File: config.mk
export PLATFORM = sky130hd
export DESIGN_NAME = display_timing_setup_commands
export DESIGN_NICKNAME = d
export VERILOG_FILES = /design/src/disp_timing_pkg.sv /design/src/display_timing_setup_commands.sv
export VERILOG_INCLUDE_DIRS = /design/src /design/src/src
export SDC_FILE = /design/constraint.sdc
export NUM_CORES = 1
export LEC_CHECK = 0
export BUFFER_PORTS_ARGS = -buffer_cell sky130_fd_sc_hd__buf_2
export CORE_ASPECT_RATIO = 1.1
export CORE_MARGIN = 4
export CORE_UTILIZATION = 25
export CTS_CLUSTER_DIAMETER = 120
export DETAILED_ROUTE_END_ITERATION = 8
export PLACE_DENSITY_LB_ADDON = 0.08
export SETUP_SLACK_MARGIN = 0.05
export SLEW_MARGIN = 20
export SYNTH_ARGS = -nofsm -noshare
export SYNTH_HDL_FRONTEND = slang
export SYNTH_SLANG_ARGS = --single-unit
File: constraint.sdc
create_clock -name core_clk -period 5.3 [get_ports core_clk]
set_input_delay 0.53 -clock core_clk [delete_from_list [all_inputs] [get_ports core_clk]]
set_output_delay 0.53 -clock core_clk [all_outputs]
set_load 0.02 [all_outputs]
File: src/disp_timing_consts.svh
// Offsets, field positions, reset values and codes of the timing setup block.
// Overview of operation
// - B3 low nibble sets divide, reset zero
// - Divide codes select powers of two
// - B3 high nibble sets oscillator level, reset 0101
// - B4 first parameter selects segment-low voltage
// - B4 second parameter bits 7:3 select enhancement
// - B5 bits 1:0 configure general pin zero
// - B5 bits 3:2 configure general pin one
// - B6 low nibble sets second pre-charge clocks
`ifndef DISP_TIMING_CONSTS_SVH
`define DISP_TIMING_CONSTS_SVH

`define OFF_COMMAND 8'h00
`define OFF_PARAMETER 8'h04
`define OFF_SETTINGS 8'h08
`define OFF_PINS 8'h0C

`define OP_CLOCK_SETUP 8'hB3
`define OP_SEGMENT_ENHANCE 8'hB4
`define OP_PIN_SETUP 8'hB5
`define OP_PRECHARGE 8'hB6

`define RST_DIVIDE 4'h0
`define RST_OSC_LEVEL 4'h5
`define RST_SEGMENT_LOW 2'h2
`define RST_ENHANCE 5'h16
`define RST_PIN_MODE 2'h2
`define RST_PRECHARGE 4'h8

`define DIV_MAX_CODE 4'hA
`define DIV_FULL 10'h3FF

`define PIN_HIZ_OFF 2'h0
`define PIN_HIZ_IN 2'h1
`define PIN_DRIVE_LOW 2'h2
`define PIN_DRIVE_HIGH 2'h3

`define FLD_DIVIDE 0
`define FLD_OSC_LEVEL 4
`define FLD_SEGMENT_LOW 8
`define FLD_ENHANCE 10
`define FLD_PRECHARGE 16
`define FLD_WAITING 28
`define FLD_PIN_MODE 0
`define FLD_PIN_LEVEL 4

`endif

File: src/disp_timing_pkg.sv
// Types shared by the timing setup block.
package disp_timing_pkg;

  typedef enum logic [2:0] {
    ST_OPCODE,
    ST_CLOCK_PARAM,
    ST_SEGMENT_PARAM,
    ST_ENHANCE_PARAM,
    ST_PIN_PARAM,
    ST_PRECHARGE_PARAM
  } cmd_state_e;

  typedef logic [7:0] byte_t;

endpackage : disp_timing_pkg

File: src/display_timing_setup_commands.sv
// Timing setup command decoder with AHB-Lite register port and pin control.
//
// The register addresses and the AHB-Lite interface to the registers are this design's own decisions.
`timescale 1ns/1ps
`include "disp_timing_consts.svh"

module display_timing_setup_commands
  import disp_timing_pkg::*;
(
  input wire logic core_clk,
  input wire logic resetn,
  input wire logic hsel,
  input wire logic [7:0] haddr,
  input wire logic [1:0] htrans,
  input wire logic hwrite,
  input wire logic [2:0] hsize,
  input wire logic [31:0] hwdata,
  input wire logic hready,
  output logic [31:0] hrdata,
  output logic hreadyout,
  output logic hresp,
  input wire logic [1:0] general_pin_in,
  output logic [1:0] general_pin_out,
  output logic [1:0] general_pin_oe_n,
  output logic [3:0] clock_divide_setting,
  output logic [3:0] oscillator_level,
  output logic [1:0] segment_low_voltage,
  output logic [4:0] gray_level_enhance,
  output logic [3:0] second_precharge_clocks,
  output logic display_clk_tick
);

  // Bus address phase capture.
  logic wr_pending;
  logic [7:0] wr_addr;

  // Command decoder state.
  cmd_state_e state;
  cmd_state_e next_state;
  cmd_state_e opcode_target;
  cmd_state_e param_follow;

  // Per-pin configuration and synchronised input levels.
  logic [1:0] pin_mode [2];
  logic [1:0] pin_meta;
  logic [1:0] pin_sync;

  // Display clock divider.
  logic [9:0] div_count;

  // Address phase decode.
  wire addr_phase = hsel & htrans[1] & hready;
  wire read_take = addr_phase & ~hwrite;
  wire write_take = addr_phase & hwrite;

  // Data phase decode; hwdata stands at the edge that ends the data phase.
  wire cmd_write = wr_pending & (wr_addr == `OFF_COMMAND);
  wire par_write = wr_pending & (wr_addr == `OFF_PARAMETER);
  wire byte_t in_byte = hwdata[7:0];

  // Parameter bytes land in the field of the command that preceded them.
  wire take_clock = par_write & (state == ST_CLOCK_PARAM);
  wire take_segment = par_write & (state == ST_SEGMENT_PARAM);
  wire take_enhance = par_write & (state == ST_ENHANCE_PARAM);
  wire take_pins = par_write & (state == ST_PIN_PARAM);
  wire take_precharge = par_write & (state == ST_PRECHARGE_PARAM);

  // Read data mux; unmapped addresses read as zero. The word is built
  // from the fields as they stand in the address phase, so a read that
  // directly follows a parameter write still sees the old value.
  wire waiting = (state != ST_OPCODE);
  wire [31:0] divide_part = 32'(clock_divide_setting) << `FLD_DIVIDE;
  wire [31:0] osc_part = 32'(oscillator_level) << `FLD_OSC_LEVEL;
  wire [31:0] segment_part = 32'(segment_low_voltage) << `FLD_SEGMENT_LOW;
  wire [31:0] enhance_part = 32'(gray_level_enhance) << `FLD_ENHANCE;
  wire [31:0] precharge_part =
    32'(second_precharge_clocks) << `FLD_PRECHARGE;
  wire [31:0] waiting_part = 32'(waiting) << `FLD_WAITING;
  wire [31:0] settings_word = divide_part | osc_part | segment_part |
    enhance_part | precharge_part | waiting_part;

  // A pin whose input is disabled reads low.
  wire [1:0] pin_level;
  wire [3:0] both_modes = {pin_mode[1], pin_mode[0]};
  wire [31:0] pin_mode_part = 32'(both_modes) << `FLD_PIN_MODE;
  wire [31:0] pin_level_part = 32'(pin_level) << `FLD_PIN_LEVEL;
  wire [31:0] pins_word = pin_mode_part | pin_level_part;

  wire sel_settings = (haddr == `OFF_SETTINGS);
  wire sel_pins = (haddr == `OFF_PINS);
  wire [31:0] read_word =
    sel_settings ? settings_word :
    sel_pins ? pins_word : 32'h0000_0000;

  // Divide codes above the largest valid one hold at division by 1024.
  wire [3:0] div_code_eff = (clock_divide_setting > `DIV_MAX_CODE) ?
    `DIV_MAX_CODE : clock_divide_setting;
  // Terminal count is two to the code, less one.
  wire [9:0] div_terminal = `DIV_FULL >> (`DIV_MAX_CODE - div_code_eff);
  wire div_wrap = (div_count == div_terminal);

  // Stage that each opcode opens; unknown opcodes leave the decoder idle.
  always_comb begin
    opcode_target = ST_OPCODE;
    unique case (in_byte)
      `OP_CLOCK_SETUP: opcode_target = ST_CLOCK_PARAM;
      `OP_SEGMENT_ENHANCE: opcode_target = ST_SEGMENT_PARAM;
      `OP_PIN_SETUP: opcode_target = ST_PIN_PARAM;
      `OP_PRECHARGE: opcode_target = ST_PRECHARGE_PARAM;
      default: opcode_target = ST_OPCODE;
    endcase
  end

  // Stage that follows a parameter byte; only B4 takes a second one.
  always_comb begin
    param_follow = ST_OPCODE;
    unique case (state)
      ST_OPCODE: param_follow = ST_OPCODE;
      ST_CLOCK_PARAM: param_follow = ST_OPCODE;
      ST_SEGMENT_PARAM: param_follow = ST_ENHANCE_PARAM;
      ST_ENHANCE_PARAM: param_follow = ST_OPCODE;
      ST_PIN_PARAM: param_follow = ST_OPCODE;
      ST_PRECHARGE_PARAM: param_follow = ST_OPCODE;
      default: param_follow = ST_OPCODE;
    endcase
  end

  // A new opcode always wins, so it aborts any parameters still pending.
  always_comb begin
    next_state = state;
    if (cmd_write) begin
      next_state = opcode_target;
    end else if (par_write) begin
      next_state = param_follow;
    end
  end

  always_ff @(posedge core_clk or negedge resetn) begin
    if (!resetn) begin
      state <= ST_OPCODE;
    end else begin
      state <= next_state;
    end
  end

  // Write address capture for the data phase that follows.
  always_ff @(posedge core_clk or negedge resetn) begin
    if (!resetn) begin
      wr_pending <= 1'b0;
      wr_addr <= 8'h00;
    end else begin
      wr_pending <= write_take;
      if (write_take) begin
        wr_addr <= haddr;
      end
    end
  end

  // Read data is captured at the end of the address phase and stands
  // until the next read, so the master may take it late in the data phase.
  always_ff @(posedge core_clk or negedge resetn) begin
    if (!resetn) begin
      hrdata <= 32'h0000_0000;
    end else if (read_take) begin
      hrdata <= read_word;
    end
  end

  // Bus slave answer: zero wait states, always OKAY.
  always_ff @(posedge core_clk or negedge resetn) begin
    if (!resetn) begin
      hreadyout <= 1'b1;
      hresp <= 1'b0;
    end else begin
      hreadyout <= 1'b1;
      hresp <= 1'b0;
    end
  end

  // Divide code; an invalid code is kept as written and clamped later.
  always_ff @(posedge core_clk or negedge resetn) begin
    if (!resetn) begin
      clock_divide_setting <= `RST_DIVIDE;
    end else if (take_clock) begin
      clock_divide_setting <= in_byte[3:0];
    end
  end

  // Higher levels run the oscillator faster; the level is only stored
  // here and handed to the analog side as it stands.
  always_ff @(posedge core_clk or negedge resetn) begin
    if (!resetn) begin
      oscillator_level <= `RST_OSC_LEVEL;
    end else if (take_clock) begin
      oscillator_level <= in_byte[7:4];
    end
  end

  // Segment-low voltage source from the first byte of B4.
  always_ff @(posedge core_clk or negedge resetn) begin
    if (!resetn) begin
      segment_low_voltage <= `RST_SEGMENT_LOW;
    end else if (take_segment) begin
      segment_low_voltage <= in_byte[1:0];
    end
  end

  // Enhancement field; bits 2:0 of the second byte carry a fixed pattern
  // and are not stored.
  always_ff @(posedge core_clk or negedge resetn) begin
    if (!resetn) begin
      gray_level_enhance <= `RST_ENHANCE;
    end else if (take_enhance) begin
      gray_level_enhance <= in_byte[7:3];
    end
  end

  // Second pre-charge length in display clocks.
  always_ff @(posedge core_clk or negedge resetn) begin
    if (!resetn) begin
      second_precharge_clocks <= `RST_PRECHARGE;
    end else if (take_precharge) begin
      second_precharge_clocks <= in_byte[3:0];
    end
  end

  // Display clock divider; restarts whenever the clock setup is written so
  // that the first tick after a change already has the new period. The
  // tick is held off on that edge, so the gap before the next tick is
  // never shorter than the new period.
  wire div_restart = take_clock | div_wrap;
  wire [9:0] div_step = div_count + 10'h001;
  wire [9:0] next_div_count = div_restart ? 10'h000 : div_step;
  wire next_tick = div_wrap & ~take_clock;

  always_ff @(posedge core_clk or negedge resetn) begin
    if (!resetn) begin
      div_count <= 10'h000;
    end else begin
      div_count <= next_div_count;
    end
  end

  always_ff @(posedge core_clk or negedge resetn) begin
    if (!resetn) begin
      display_clk_tick <= 1'b0;
    end else begin
      display_clk_tick <= next_tick;
    end
  end

  // General pins: both share one encoding, pin i uses bits 2i+1:2i. The
  // drive and enable flops see the mode of the same edge, so a pin changes
  // together with its field; the input passes two flops before use.
  genvar gi;
  generate
    for (gi = 0; gi < 2; gi++) begin : g_pin
      wire [1:0] new_mode = in_byte[2*gi +: 2];
      wire [1:0] mode_now = take_pins ? new_mode : pin_mode[gi];
      wire drive_low = (mode_now == `PIN_DRIVE_LOW);
      wire drive_high = (mode_now == `PIN_DRIVE_HIGH);
      wire drives = drive_low | drive_high;
      wire input_on = (pin_mode[gi] == `PIN_HIZ_IN);

      assign pin_level[gi] = pin_sync[gi] & input_on;

      always_ff @(posedge core_clk or negedge resetn) begin
        if (!resetn) begin
          pin_mode[gi] <= `RST_PIN_MODE;
        end else if (take_pins) begin
          pin_mode[gi] <= new_mode;
        end
      end

      // Reset leaves both pins driving low, as the reset mode asks.
      always_ff @(posedge core_clk or negedge resetn) begin
        if (!resetn) begin
          general_pin_out[gi] <= 1'b0;
          general_pin_oe_n[gi] <= 1'b0;
        end else begin
          general_pin_out[gi] <= drive_high;
          general_pin_oe_n[gi] <= ~drives;
        end
      end

      always_ff @(posedge core_clk or negedge resetn) begin
        if (!resetn) begin
          pin_meta[gi] <= 1'b0;
          pin_sync[gi] <= 1'b0;
        end else begin
          pin_meta[gi] <= general_pin_in[gi];
          pin_sync[gi] <= pin_meta[gi];
        end
      end
    end
  endgenerate

endmodule : display_timing_setup_commands

==> Yosys cells after proc, flatten, opt, wreduce, memory -nomap -nowiden <==
Cells that the tools add are included.
{ "word_totals": {"ff_bits": 86, "word_cells": 84} }
{ "classes": {"mux": 10, "n_addsub": 2, "reduce_logical": 3, "eq_ne": 19, "shift": 1, "order_cmp": 1, "bitwise_logic": 27} }
{ "ops": {"columns": ["operator", "n"], "rows": [
  ["equality test 8 bit (second input constant)", 4],
  ["2-to-1 mux 29 bit", 1],
  ["bitwise OR 20 x 29 -> 29 bit", 1],
  ["bitwise OR 15 x 20 -> 20 bit", 1],
  ["equality test 8 x 4 -> 1 bit (second input constant)", 2],
  ["bitwise OR 10 x 15 -> 15 bit", 1],
  ["AND 1 bit", 14],
  ["one-hot mux 3 bit (4 select lines)", 1],
  ["adder 10 x 1 -> 10 bit (second input constant)", 1],
  ["equality test 10 bit", 1],
  ["2-to-1 mux 10 bit", 1],
  ["bitwise OR 8 x 10 -> 10 bit", 1],
  ["right shift 10 x 4 -> 10 bit (first input constant)", 1],
  ["equality test 2 bit (second input constant)", 4],
  ["equality test 8 x 3 -> 1 bit (second input constant)", 1],
  ["zero test 8 bit", 1],
  ["bitwise OR 4 x 8 -> 8 bit", 1],
  ["equality test 3 x 2 -> 1 bit (second input constant)", 2],
  ["equality test 3 bit (second input constant)", 2],
  ["2-to-1 mux 2 bit", 3],
  ["2-to-1 mux 3 bit", 2],
  ["2-to-1 mux 6 bit", 1],
  ["bitwise OR 4 x 6 -> 6 bit", 1],
  ["equality test 2 x 1 -> 1 bit (second input constant)", 2],
  ["8 further kinds", 13]
]} }

==> Depth between registers and ports, before layout <==
Gate-level depths: netlist of the first run.
{ "depth": {"depth_word": 7, "ltp_mapped": 10, "depth_no_buf": 9} }

==> Worst setup path after synthesis of the first run <==
OpenSTA, ideal clock, no wires.
{ "synth_timing": {"path_kind": "reg-to-reg", "startpoint": "reg clock_divide_setting[2]", "endpoint": "reg div_count[0]", "n_path_buf": 1, "arrival_ns": 2.284, "path_stages_with_launch": 10, "setup_ns": 0.127, "t_required_ns": 5.173, "path_slack_ns": 2.890, "period_less_slack_ns": 2.410, "path_cell_list": "dfrtp_1 o21ai_0 nand2_1 ha_1 nor4b_1 a31oi_1 o31a_1 nor4_2 buf_6 nor3_2"} }
{ "synth_via": {"elab_chain_len": 7} }
{ "synth_rtl": {"columns": ["element", "line_no", "text"], "rows": [
  ["start: declaration", "display_timing_setup_commands.sv:25", "output logic [3:0] clock_divide_setting,"],
  ["start signal: assignment", "display_timing_setup_commands.sv:183", "clock_divide_setting <= `RST_DIVIDE;"],
  ["start signal: assignment", "display_timing_setup_commands.sv:185", "clock_divide_setting <= in_byte[3:0];"],
  ["greater-than comparator 4 bit (no line)", null, null],
  ["2-to-1 mux 4 bit *", "display_timing_setup_commands.sv:96", "wire [3:0] div_code_eff = (clock_divide_setting > `DIV_MAX_CODE) ?"],
  ["subtractor 4 bit (no line) *", null, null],
  ["right shift 10 x 4 -> 10 bit (no line) *", null, null],
  ["equality test 10 bit *", "display_timing_setup_commands.sv:100", "wire div_wrap = (div_count == div_terminal);"],
  ["bitwise OR 1 bit *", "display_timing_setup_commands.sv:231", "wire div_restart = take_clock | div_wrap;"],
  ["2-to-1 mux 10 bit *", "display_timing_setup_commands.sv:233", "wire [9:0] next_div_count = div_restart ? 10'h000 : div_step;"],
  ["net next_div_count[0]", "display_timing_setup_commands.sv:233", null],
  ["end signal: assignment", "display_timing_setup_commands.sv:240", "div_count <= next_div_count;"],
  ["end: declaration", "display_timing_setup_commands.sv:49", "logic [9:0] div_count;"]
]} }
Mark *: on every way through the listed nets, which the timed path passes. The rest lies on a longest branch.
A chain may end at the register's enable or synchronous reset.

==> Final worst setup path of the first run <==
{ "layout_timing": {"startpoint": "reg clock_divide_setting[1]", "endpoint": "reg display_clk_tick"} }
{ "layout_via": {"elab_chain_len": 6} }
{ "layout_rtl": {"columns": ["element", "line_no", "text"], "rows": [
  ["greater-than comparator 4 bit (no line)", null, null],
  ["2-to-1 mux 4 bit *", "display_timing_setup_commands.sv:96", null],
  ["subtractor 4 bit (no line) *", null, null],
  ["right shift 10 x 4 -> 10 bit (no line) *", null, null],
  ["equality test 10 bit *", "display_timing_setup_commands.sv:100", null],
  ["AND 1 bit *", "display_timing_setup_commands.sv:234", "wire next_tick = div_wrap & ~take_clock;"],
  ["net next_tick", "display_timing_setup_commands.sv:234", null],
  ["end signal: assignment", "display_timing_setup_commands.sv:248", "display_clk_tick <= next_tick;"],
  ["end: declaration", "display_timing_setup_commands.sv:30", "output logic display_clk_tick"]
]} }
Marks and branches as above.

==> results.md, run 1 <==
- Clock Skew: 7.47 ps
- Die W: 120 µm
- FF+latch area: about 0.0019 mm²
- Net Switching: 0.000405 W
- Internal power: 0.00120 W
- Post-DP Area: 0.00393 mm²
- Top-count cell post-synth: dfrtp_1
- Hold Path Class: in2reg
- Yosys warnings: 0
- Crit-path cells: o21ai_0 -> nand2_1 -> ha_1 -> nor4b_1 -> a31oi_1 -> o31a_1 -> nor4_4 -> and2_2
- Post_cts resized: 0
- CP Max Fanout: 11
- Share of power burned in registers: 41.0%
- Worst setup EP type: flop
- Vias in the first global route: approximately 2,600
- DR vias: 2,400
- Final setup vio count: 0
- Synthesized instance count: 302
- Top post-synthesis cells by area: dfrtp_1 47%, mux2_2 7.4%, dfstp_2 6.8%
- Slew @ Worst Pin: between 900 and 1000 ps
- Post-synth EDFFs: 0
- Max Root-Sink Buffers: 2
- DR pass1 iterations: 4
- Relative slew slack: between 30% and 40%
- P per Cell Area: 373 mW/mm²
- FMAX: 331 MHz
- Pins Over Slew Limit: 0
- First-pass GRT wire length: 14,400 µm
- Post-synth top cells: 65 x dfrtp_1, 52 x nand2_1, 23 x mux2_2
- Synth unique cells: 55
- Layout Nets: 422
- Combinational share of power: 11.7%
- Largest net degree at the start of global routing: 75
- Detailed placer's ending HPWL: a little over 6000 µm
- Synth Cell Area: 0.00348 mm²
- #FFs+latches synth: 74
- Worst-Skew Late Latency: 330 ps
- Clk slew on worst S/H paths: 60 ps
- Hold-fix buffers at CTS: 0
- Wire per inst: roughly 16 µm
- Hold_ws: 303 ps
- TritonCTS clock tree: done
- HP Start: general_pin_in[1]
- Area of the multi-input gates: about 0.0015 mm²
- Clock network fraction of total power: 47.4%
- Asr flop ratio synth: 100%
- Top cell type's share of synthesized area: about 47%
- CP Class: reg2reg
- Die Area: 0.0159 mm²
- Core Area: 0.0134 mm²
- Number of port buffers: 67
- Mean number of vias per cell: 4.32
- RSZ-0062 raised after global routing: false
- Startpoint types: flop
- Final Hold Violating Endpoints: 0
- Critical path required time: 5570 ps
- Post-route ant nets: 0
- Status: completed
- Worst Setup SP: clock_divide_setting[1]
- Net Sw Frac: ~25%
- Fillcell total: 1,406
- Postcts setup bufs: 0
- Design Area, Final: 0.00430 mm²
- Slowest stage delay, CP: 830 ps
- Die H: 132 µm
- Setup TNS: 0 ps
- Register area share after synthesis: 53.6%
- WP data arrival: about 3300 ps
- Min Tclk post-route: about 3000 ps
- Initial antenna violation count: 0
- All-Layer GR Usage: 11.6%
- Share of cells above drive strength 1: 37.5%
- Root Buffer: clkbuf_16
- Synth-to-layout area growth: 23.7%
- Starting Density: 25.9%
- DR iter-0 viols: slightly above 100
- Leakage: ~2.0 nW
- Main flop type after synthesis: dfrtp_1
- DRC: 0
- Ant. Diodes: 0
- Post-synth top area cell: dfrtp_1
- Total CTS buffers: 9
- GP Congestion: 0.724
- Syn avg cell area: 11.5 µm²
- H-tree levels: 3
- Max-Cap Viols: 0
- Final wirelength: 8680 µm
- Row count: 44
- Slowest-stage cell, CP: nor4_4
- Io pins: 110
- Fin crit share: 57.0%
- Worst r2r src: clock_divide_setting[1]
- Worst vdd ir: 150 µV
- Clk sink count: 74
- Gr ovfl total: 0
[placed cells by master, fill, tap and decap left out, drive strengths merged, types with 5 or more instances in the layout]
master | netlist | final
buf | 19 | 68
dfrtp | 65 | 65
nand2 | 53 | 53
mux2 | 23 | 23
conb | 2 | 14
a22o | 13 | 13
nor3 | 12 | 12
clkbuf | 8 | 10
xnor2 | 9 | 9
dfstp | 9 | 9
nand3 | 8 | 8
inv | 6 | 7
o21ai | 6 | 6
a22oi | 6 | 6
xor2 | 5 | 5
nor2 | 5 | 5
nor4 | 5 | 5
[power groups by stage]
| stage | clock network, W | registers [W] | logic (W) |
|---|---|---|---|
| floorplan | 0 | 0.000660 | 0.000147 |
| global route | 0.000811 | 0.000665 | 0.000213 |
| CTS | 0.000782 | 0.000659 | 0.000193 |
| detailed placement | 0 | 0.000670 | 0.000192 |
| global placement | 0 | 0.000668 | 0.000191 |
| finish | 0.000761 | 0.000658 | 0.000188 |
[kinds of logic after synthesis]
family	share of synthesized area [%]
compound gates	9.53
xor+xnor	3.53
fa+ha+maj	1.44
buf+inv	5.94
flops	53.6
mux	7.73
other cells	0.216
simple gates	18.1
[worst max-delay path, delay by kind of cell, from the launching register on]
family                     cells  cell delay, ps
AOI/OAI and AO/OA              3             560
adders and majority gates      1             410
DFF                            1             510
and+or+nand+nor                4            1480
[per-stage QoR]
step | util [%] | total power, W | std cells | worst slack [ps]
floorplan | - | 0.000807 | 314 | 2890
global placement | 29.2 | 0.000859 | 539 | 2240
detailed placement | 29.2 | 0.000862 | 539 | 2250
CTS | 32.0 | 0.00163 | 555 | 2230
global route | 32.0 | 0.00169 | 555 | 1990
finish | 32.0 | 0.00161 | 555 | 2280
[state kept, by name (all words and copies together), names as in the netlist]
name / count
gray_level_enhance: 5
pin_sync: 2
general_pin_oe_n: 2
both_modes: 4
pin_meta: 2
hrdata: 20
oscillator_level: 4
wr_addr: 8
second_precharge_clocks: 4
div_count: 10
state: 3
wr_pending: 1
clock_divide_setting: 4
general_pin_out: 2
segment_low_voltage: 2
display_clk_tick: 1
[worst paths after layout]
kind	cells after the start	slack, ps	endpoint
min reg2reg	0	350	pin_sync[0]
min in group asynchronous	1	320	hrdata[9]
max	8	2280	display_clk_tick
min	1	300	pin_meta[1]
max in group asynchronous	1	4310	div_count[8]
max reg2reg	8	2280	display_clk_tick
[per-layer routing]
metal / wire length, µm / track usage [%] / part of all wire [%] / up-vias
li1: - / - / - / 1163
met2: 4220 / 18.6 / 49 / 43
met3: 296 / 2.79 / 3.4 / 5
met4: 80 / 3.40 / 0.92 / 0
met1: 4090 / 15.5 / 47 / 1189
met5: 0 / 0 / 0 / -
[area by class of cell]
class / count / area share [%]
clock buffers: 10 / 5.55
flip-flops and latches: 74 / 43.3
clock inverters: 6 / 3.17
multi-input cells: 206 / 34.0
repair buffers: 68 / 8.03
well taps: 184 / 5.35
inverters: 7 / 0.611
(Power assumes the default switching activity.)
==> run 2: changes to the inputs <==
==> constraint.sdc (replaced) <==
create_clock -name core_clk -period 3.15 [get_ports core_clk]
set_input_delay 0.315 -clock core_clk [delete_from_list [all_inputs] [get_ports core_clk]]
set_output_delay 0.315 -clock core_clk [all_outputs]
set_load 0.02 [all_outputs]
==> results.md, run 2 (synthesis results as in run 1) <==
- Status: completed
- Slew @ Worst Pin: 683 ps
- Core Area: 0.0134 mm²
- Row count: 44
- Gr ovfl total: 0
- Max Root-Sink Buffers: 2
- Initial antenna violation count: 0
- Fin crit share: 81.6%
- FMAX: between 300 and 400 MHz
- Worst-Skew Late Latency: 330 ps
- Post_cts resized: 0
- Most common cell after layout, fill and taps aside: buf_2
- Largest register FFs: 20
- Clk slew on worst S/H paths: 60 ps
- DR pass1 iterations: 4
- CP Class: reg2reg
- DRC: 0
- Total CTS buffers: 9
- All-Layer GR Usage: about an eighth
- CP Max Fanout: 11
- Synth-to-layout area growth: 22.1%
- Commonest non-fill, non-tap cells in the layout: 66 x buf_2, 65 x dfrtp_1, 52 x nand2_1
- Final Hold Violating Endpoints: 0
- DR iter-0 viols: 135
- Share of cells above drive strength 1: 37.3%
- RSZ-0062 raised after global routing: false
- Final setup vio count: 0
- Postcts setup bufs: 0
- Layout Nets: 424
- Clk sink count: between 70 and 80
- Layout Cells excl Fill: 557
- Largest regs: hrdata (20), div_count (10), wr_addr (8)
- Largest net degree at the start of global routing: 75
- Final wirelength: 8710 µm
- TritonCTS clock tree: done
- H-tree levels: 3
- Worst vdd ir: 262 µV
- Die Area: 0.0159 mm²
- Mean number of vias per cell: about 4.3
- Pins Over Slew Limit: 0
- Startpoint types: flop
- Detailed placer's ending HPWL: between 6000 and 7000 µm
- Biggest register: hrdata
- WP data arrival: 2850 ps
- Worst r2r src: clock_divide_setting[1]
- Min Tclk post-route: 2570 ps
- Critical path required time: approximately 3400 ps
- Relative slew slack: 54.5%
- Die H: about 130 µm
- Max-Cap Viols: 0
- Ant. Diodes: 0
- Io pins: 110
- Wire per inst: ~16 µm
- Clock Skew: around 6.5 ps
- Root Buffer: clkbuf_16
- P per Cell Area: around 580 mW/mm²
- Hold-fix buffers at CTS: 0
- Vias in the first global route: 2,585
- Worst setup EP type: flop
- Die W: 120 µm
- Placed insts: approximately 540
- First-pass GRT wire length: 14,600 µm
- Leakage: 2.00 nW
- DR vias: 2,421
- Post-route ant nets: 0
- Worst Setup SP: clock_divide_setting[1]
- Number of port buffers: 67
- GP Congestion: ~0.74
- Hold Path Class: in2async
- Starting Density: 25.9%
- Fillcell total: 1,424
- Setup TNS: 0 ps
[run 2: path summary, 6_finish.rpt]
check,slack [ps],depth (start not counted),endpoint
max reg2reg,580,9,display_clk_tick
min,5,1,hrdata[9]
max,580,9,display_clk_tick
min reg2reg,350,0,pin_sync[0]
min in group core_clk,90,1,pin_meta[1]
max in group asynchronous,2680,1,both_modes[2]
[run 2: area by class of cell]
cell class	count	area [µm²]	share of cell area [%]
clock buffer	14	274	6.45
multi-input combinational	206	1450	34.2
sequential	74	1860	43.9
inverter	7	26.3	0.619
clock inverter	2	35.0	0.825
tap	184	230	5.42
timing repair buffer	70	364	8.57
[run 2: routing by layer]
layer	GRT usage (%)	wire length, µm
met1	15.1	3880
met3	3.65	412
met2	19.0	4310
met5	0	0
met4	3.53	120
[run 2: report_power, final]
group          total [W]  internal (W)  switching, W
Clock            0.00106      0.000678      0.000381
Sequential       0.00111       0.00102     0.0000854
Combinational   0.000318      0.000129      0.000189
[run 2: worst max-delay path, cell delays in order, from the launching register on]
cell     delay [ps]
dfrtp_1         500
o21ai_0         200
nand2_1          80
ha_1            420
nor4b_1         300
a31oi_1          70
o31a_1          270
nor4_2          260
buf_4           260
and2_2          170
[run 2: metrics by stage]
step                      setup WS, ps  power (W)  hold WS (ps)  utilization [%]  cell area, µm²
after global placement             563    0.00145           337             29.3            3930
after CTS                          542    0.00253          73.9             31.6            4240
final                              579    0.00248          5.31             31.6            4250
after detailed placement           563    0.00145           338             29.3            3930
after global routing               298    0.00262          68.4             31.6            4250
after floorplan                    740    0.00136          19.4                -            3520
==> run 3: changes to the inputs <==
==> constraint.sdc (replaced) <==
create_clock -name core_clk -period 2.2 [get_ports core_clk]
set_input_delay 0.22 -clock core_clk [delete_from_list [all_inputs] [get_ports core_clk]]
set_output_delay 0.22 -clock core_clk [all_outputs]
set_load 0.02 [all_outputs]
==> results.md, run 3 (synthesis results as in run 1) <==
- Status: completed
- CP Max Fanout: 7
- Startpoint types: flop
- Worst setup EP type: flop
- Worst r2r src: clock_divide_setting[3]
- RSZ-0062 raised after global routing: true
- Endpoint, Worst Hold: wr_addr[5]
- Max-Cap Viols: 0
- Ant. Diodes: 0
- Hold Path Depth: 3
- Initial antenna violation count: 0
- Detailed placer's ending HPWL: 6520 µm
- Fin crit share: 99.5%
- TritonCTS clock tree: done
- Most common cell after layout, fill and taps aside: buf_2
- Mean number of vias per cell: 4.34
- Die Area: ~0.016 mm²
- Clk slew on worst S/H paths: about 60 ps
- Clock Skew: about 8.1 ps
- HP Start: haddr[5]
- H-tree levels: 3
- Setup TNS: 0 ps
- Die W: ~120 µm
- CP Class: reg2reg
- Worst Setup SP: clock_divide_setting[3]
- Largest regs: hrdata (20), div_count (10), wr_addr (8)
- Vias in the first global route: roughly 2,600
- Share of cells above drive strength 1: 43.1%
- Max Root-Sink Buffers: 2
- Final setup vio count: 0
- Layout Nets: 445
- Total power: 0.00376 W
- Row count: 44
- Synth-to-layout area growth: 30.4%
- Clk sink count: 74
- Worst-Skew Late Latency: 340 ps
- Min Tclk post-route: 2190 ps
- Core Area: approximately 0.013 mm²
- Worst r2r dst: div_count[6]
- Die H: ~130 µm
- FF-to-FF path depth: 9
- Hold Path Class: in2reg
- Number of port buffers: 67
- Largest register FFs: 20
- Final Hold Violating Endpoints: 0
- Worst vdd ir: between 300 and 400 µV
- DRC: 0
- Starting Density: 25.9%
- Total CTS buffers: 9
- DR vias: 2,507
- First-pass GRT wire length: 14,700 µm
- Wire per inst: roughly 15 µm
- Final wirelength: 8930 µm
- All-Layer GR Usage: 11.9%
- Commonest non-fill, non-tap cells in the layout: 66 x buf_2, 61 x dfrtp_1, 51 x nand2_1
- Biggest register: hrdata
- Fin util: 33.8%
- Pins Over Slew Limit: 0
- Gr ovfl total: 0
- DR iter-0 viols: around 130
- WP data arrival: 2400 ps
- FMAX: 457 MHz
- Io pins: 110
- Root Buffer: clkbuf_16
- Dpl ws: -82.8 ps
- Post-DP Area: 0.00414 mm²
- Design Area, Final: 0.00454 mm²
- Post-route ant nets: 0
- P per Cell Area: ~830 mW/mm²
- GP Congestion: 0.744
- Largest net degree at the start of global routing: 36
- R2r setup slk: 10 ps
- DR pass1 iterations: 4
- Final worst slack: 9.92 ps
- Critical path required time: 2410 ps
- Leakage: 2.11 nW
run 3: cell types whose count changed in the layout (fill, tap and decap cells not counted), sizes merged:
| cell | change |
|---|---|
| clkinvlp | +2 |
| dlygate4sd3 | +3 |
| clkinv | -1 |
| clkbuf | -1 |
| buf | +18 |
run 3: power by group:
group	switching, W	internal [W]	total (W)	leakage [nW]
logic	0.000309	0.000306	0.000616	1.02
registers	0.000115	0.00146	0.00158	0.937
clock network	0.000562	0.00100	0.00156	0.154
total	0.000986	0.00277	0.00376	2.11
run 3: what timing repair did:
action | CTS | global route
hold buffers | 3 | 0
hold endpoints to repair | 29 | 0
buffers inserted | 0 | 1
setup endpoints to repair | 11 | 11
pin swaps | 13 | 5
gates resized for setup | 4 | 4
run 3: critical path, cell delays in order, from the launching register on:
cell and delay, ps:
dfrtp_2 450, a21o_1 200, ha_4 280, nor4b_4 240
a31oi_1 60, o31a_1 260, nor4_2 230, buf_4 190
buf_12 120, nor3_2 40
run 3: metrics by stage:
| stage | hold WS [ps] | cells |
|---|---|---|
| 5_1_grt | 82.7 | 578 |
| 4_1_cts | 79.9 | 577 |
| 2_1_floorplan | -75.6 | 314 |
| 3_5_place_dp | 214 | 558 |
| 3_3_place_gp | 220 | 558 |
| 6_report | 91.2 | 578 |
run 3: worst max path at each step:
stage	end	slack [ps]	cells past startpoint
floorplan	div_count[0]	-30	9
global placement	div_count[6]	-90	10
detailed placement	div_count[7]	-80	10
CTS	div_count[7]	10	11
global route	div_count[6]	-130	9
finish	div_count[6]	10	9
run 3: per-layer routing:
| metal | vias up | share of wire [%] | global-route usage, % |
|---|---|---|---|
| li1 | 1208 | - | - |
| met1 | 1243 | 44 | 14.9 |
| met2 | 46 | 50 | 19.3 |
| met3 | 10 | 4.5 | 3.78 |
| met4 | 0 | 1.6 | 4.53 |
| met5 | - | 0 | 0 |
run 3: area by class of cell:
cell class | instances | area, µm²
inverters | 7 | 26.3
clock inverters | 3 | 45.0
multi-input cells | 206 | 1520
flip-flops and latches | 74 | 1870
fillers | 1414 | 8900
well taps | 184 | 230
repair buffers | 91 | 571
clock buffers | 13 | 280
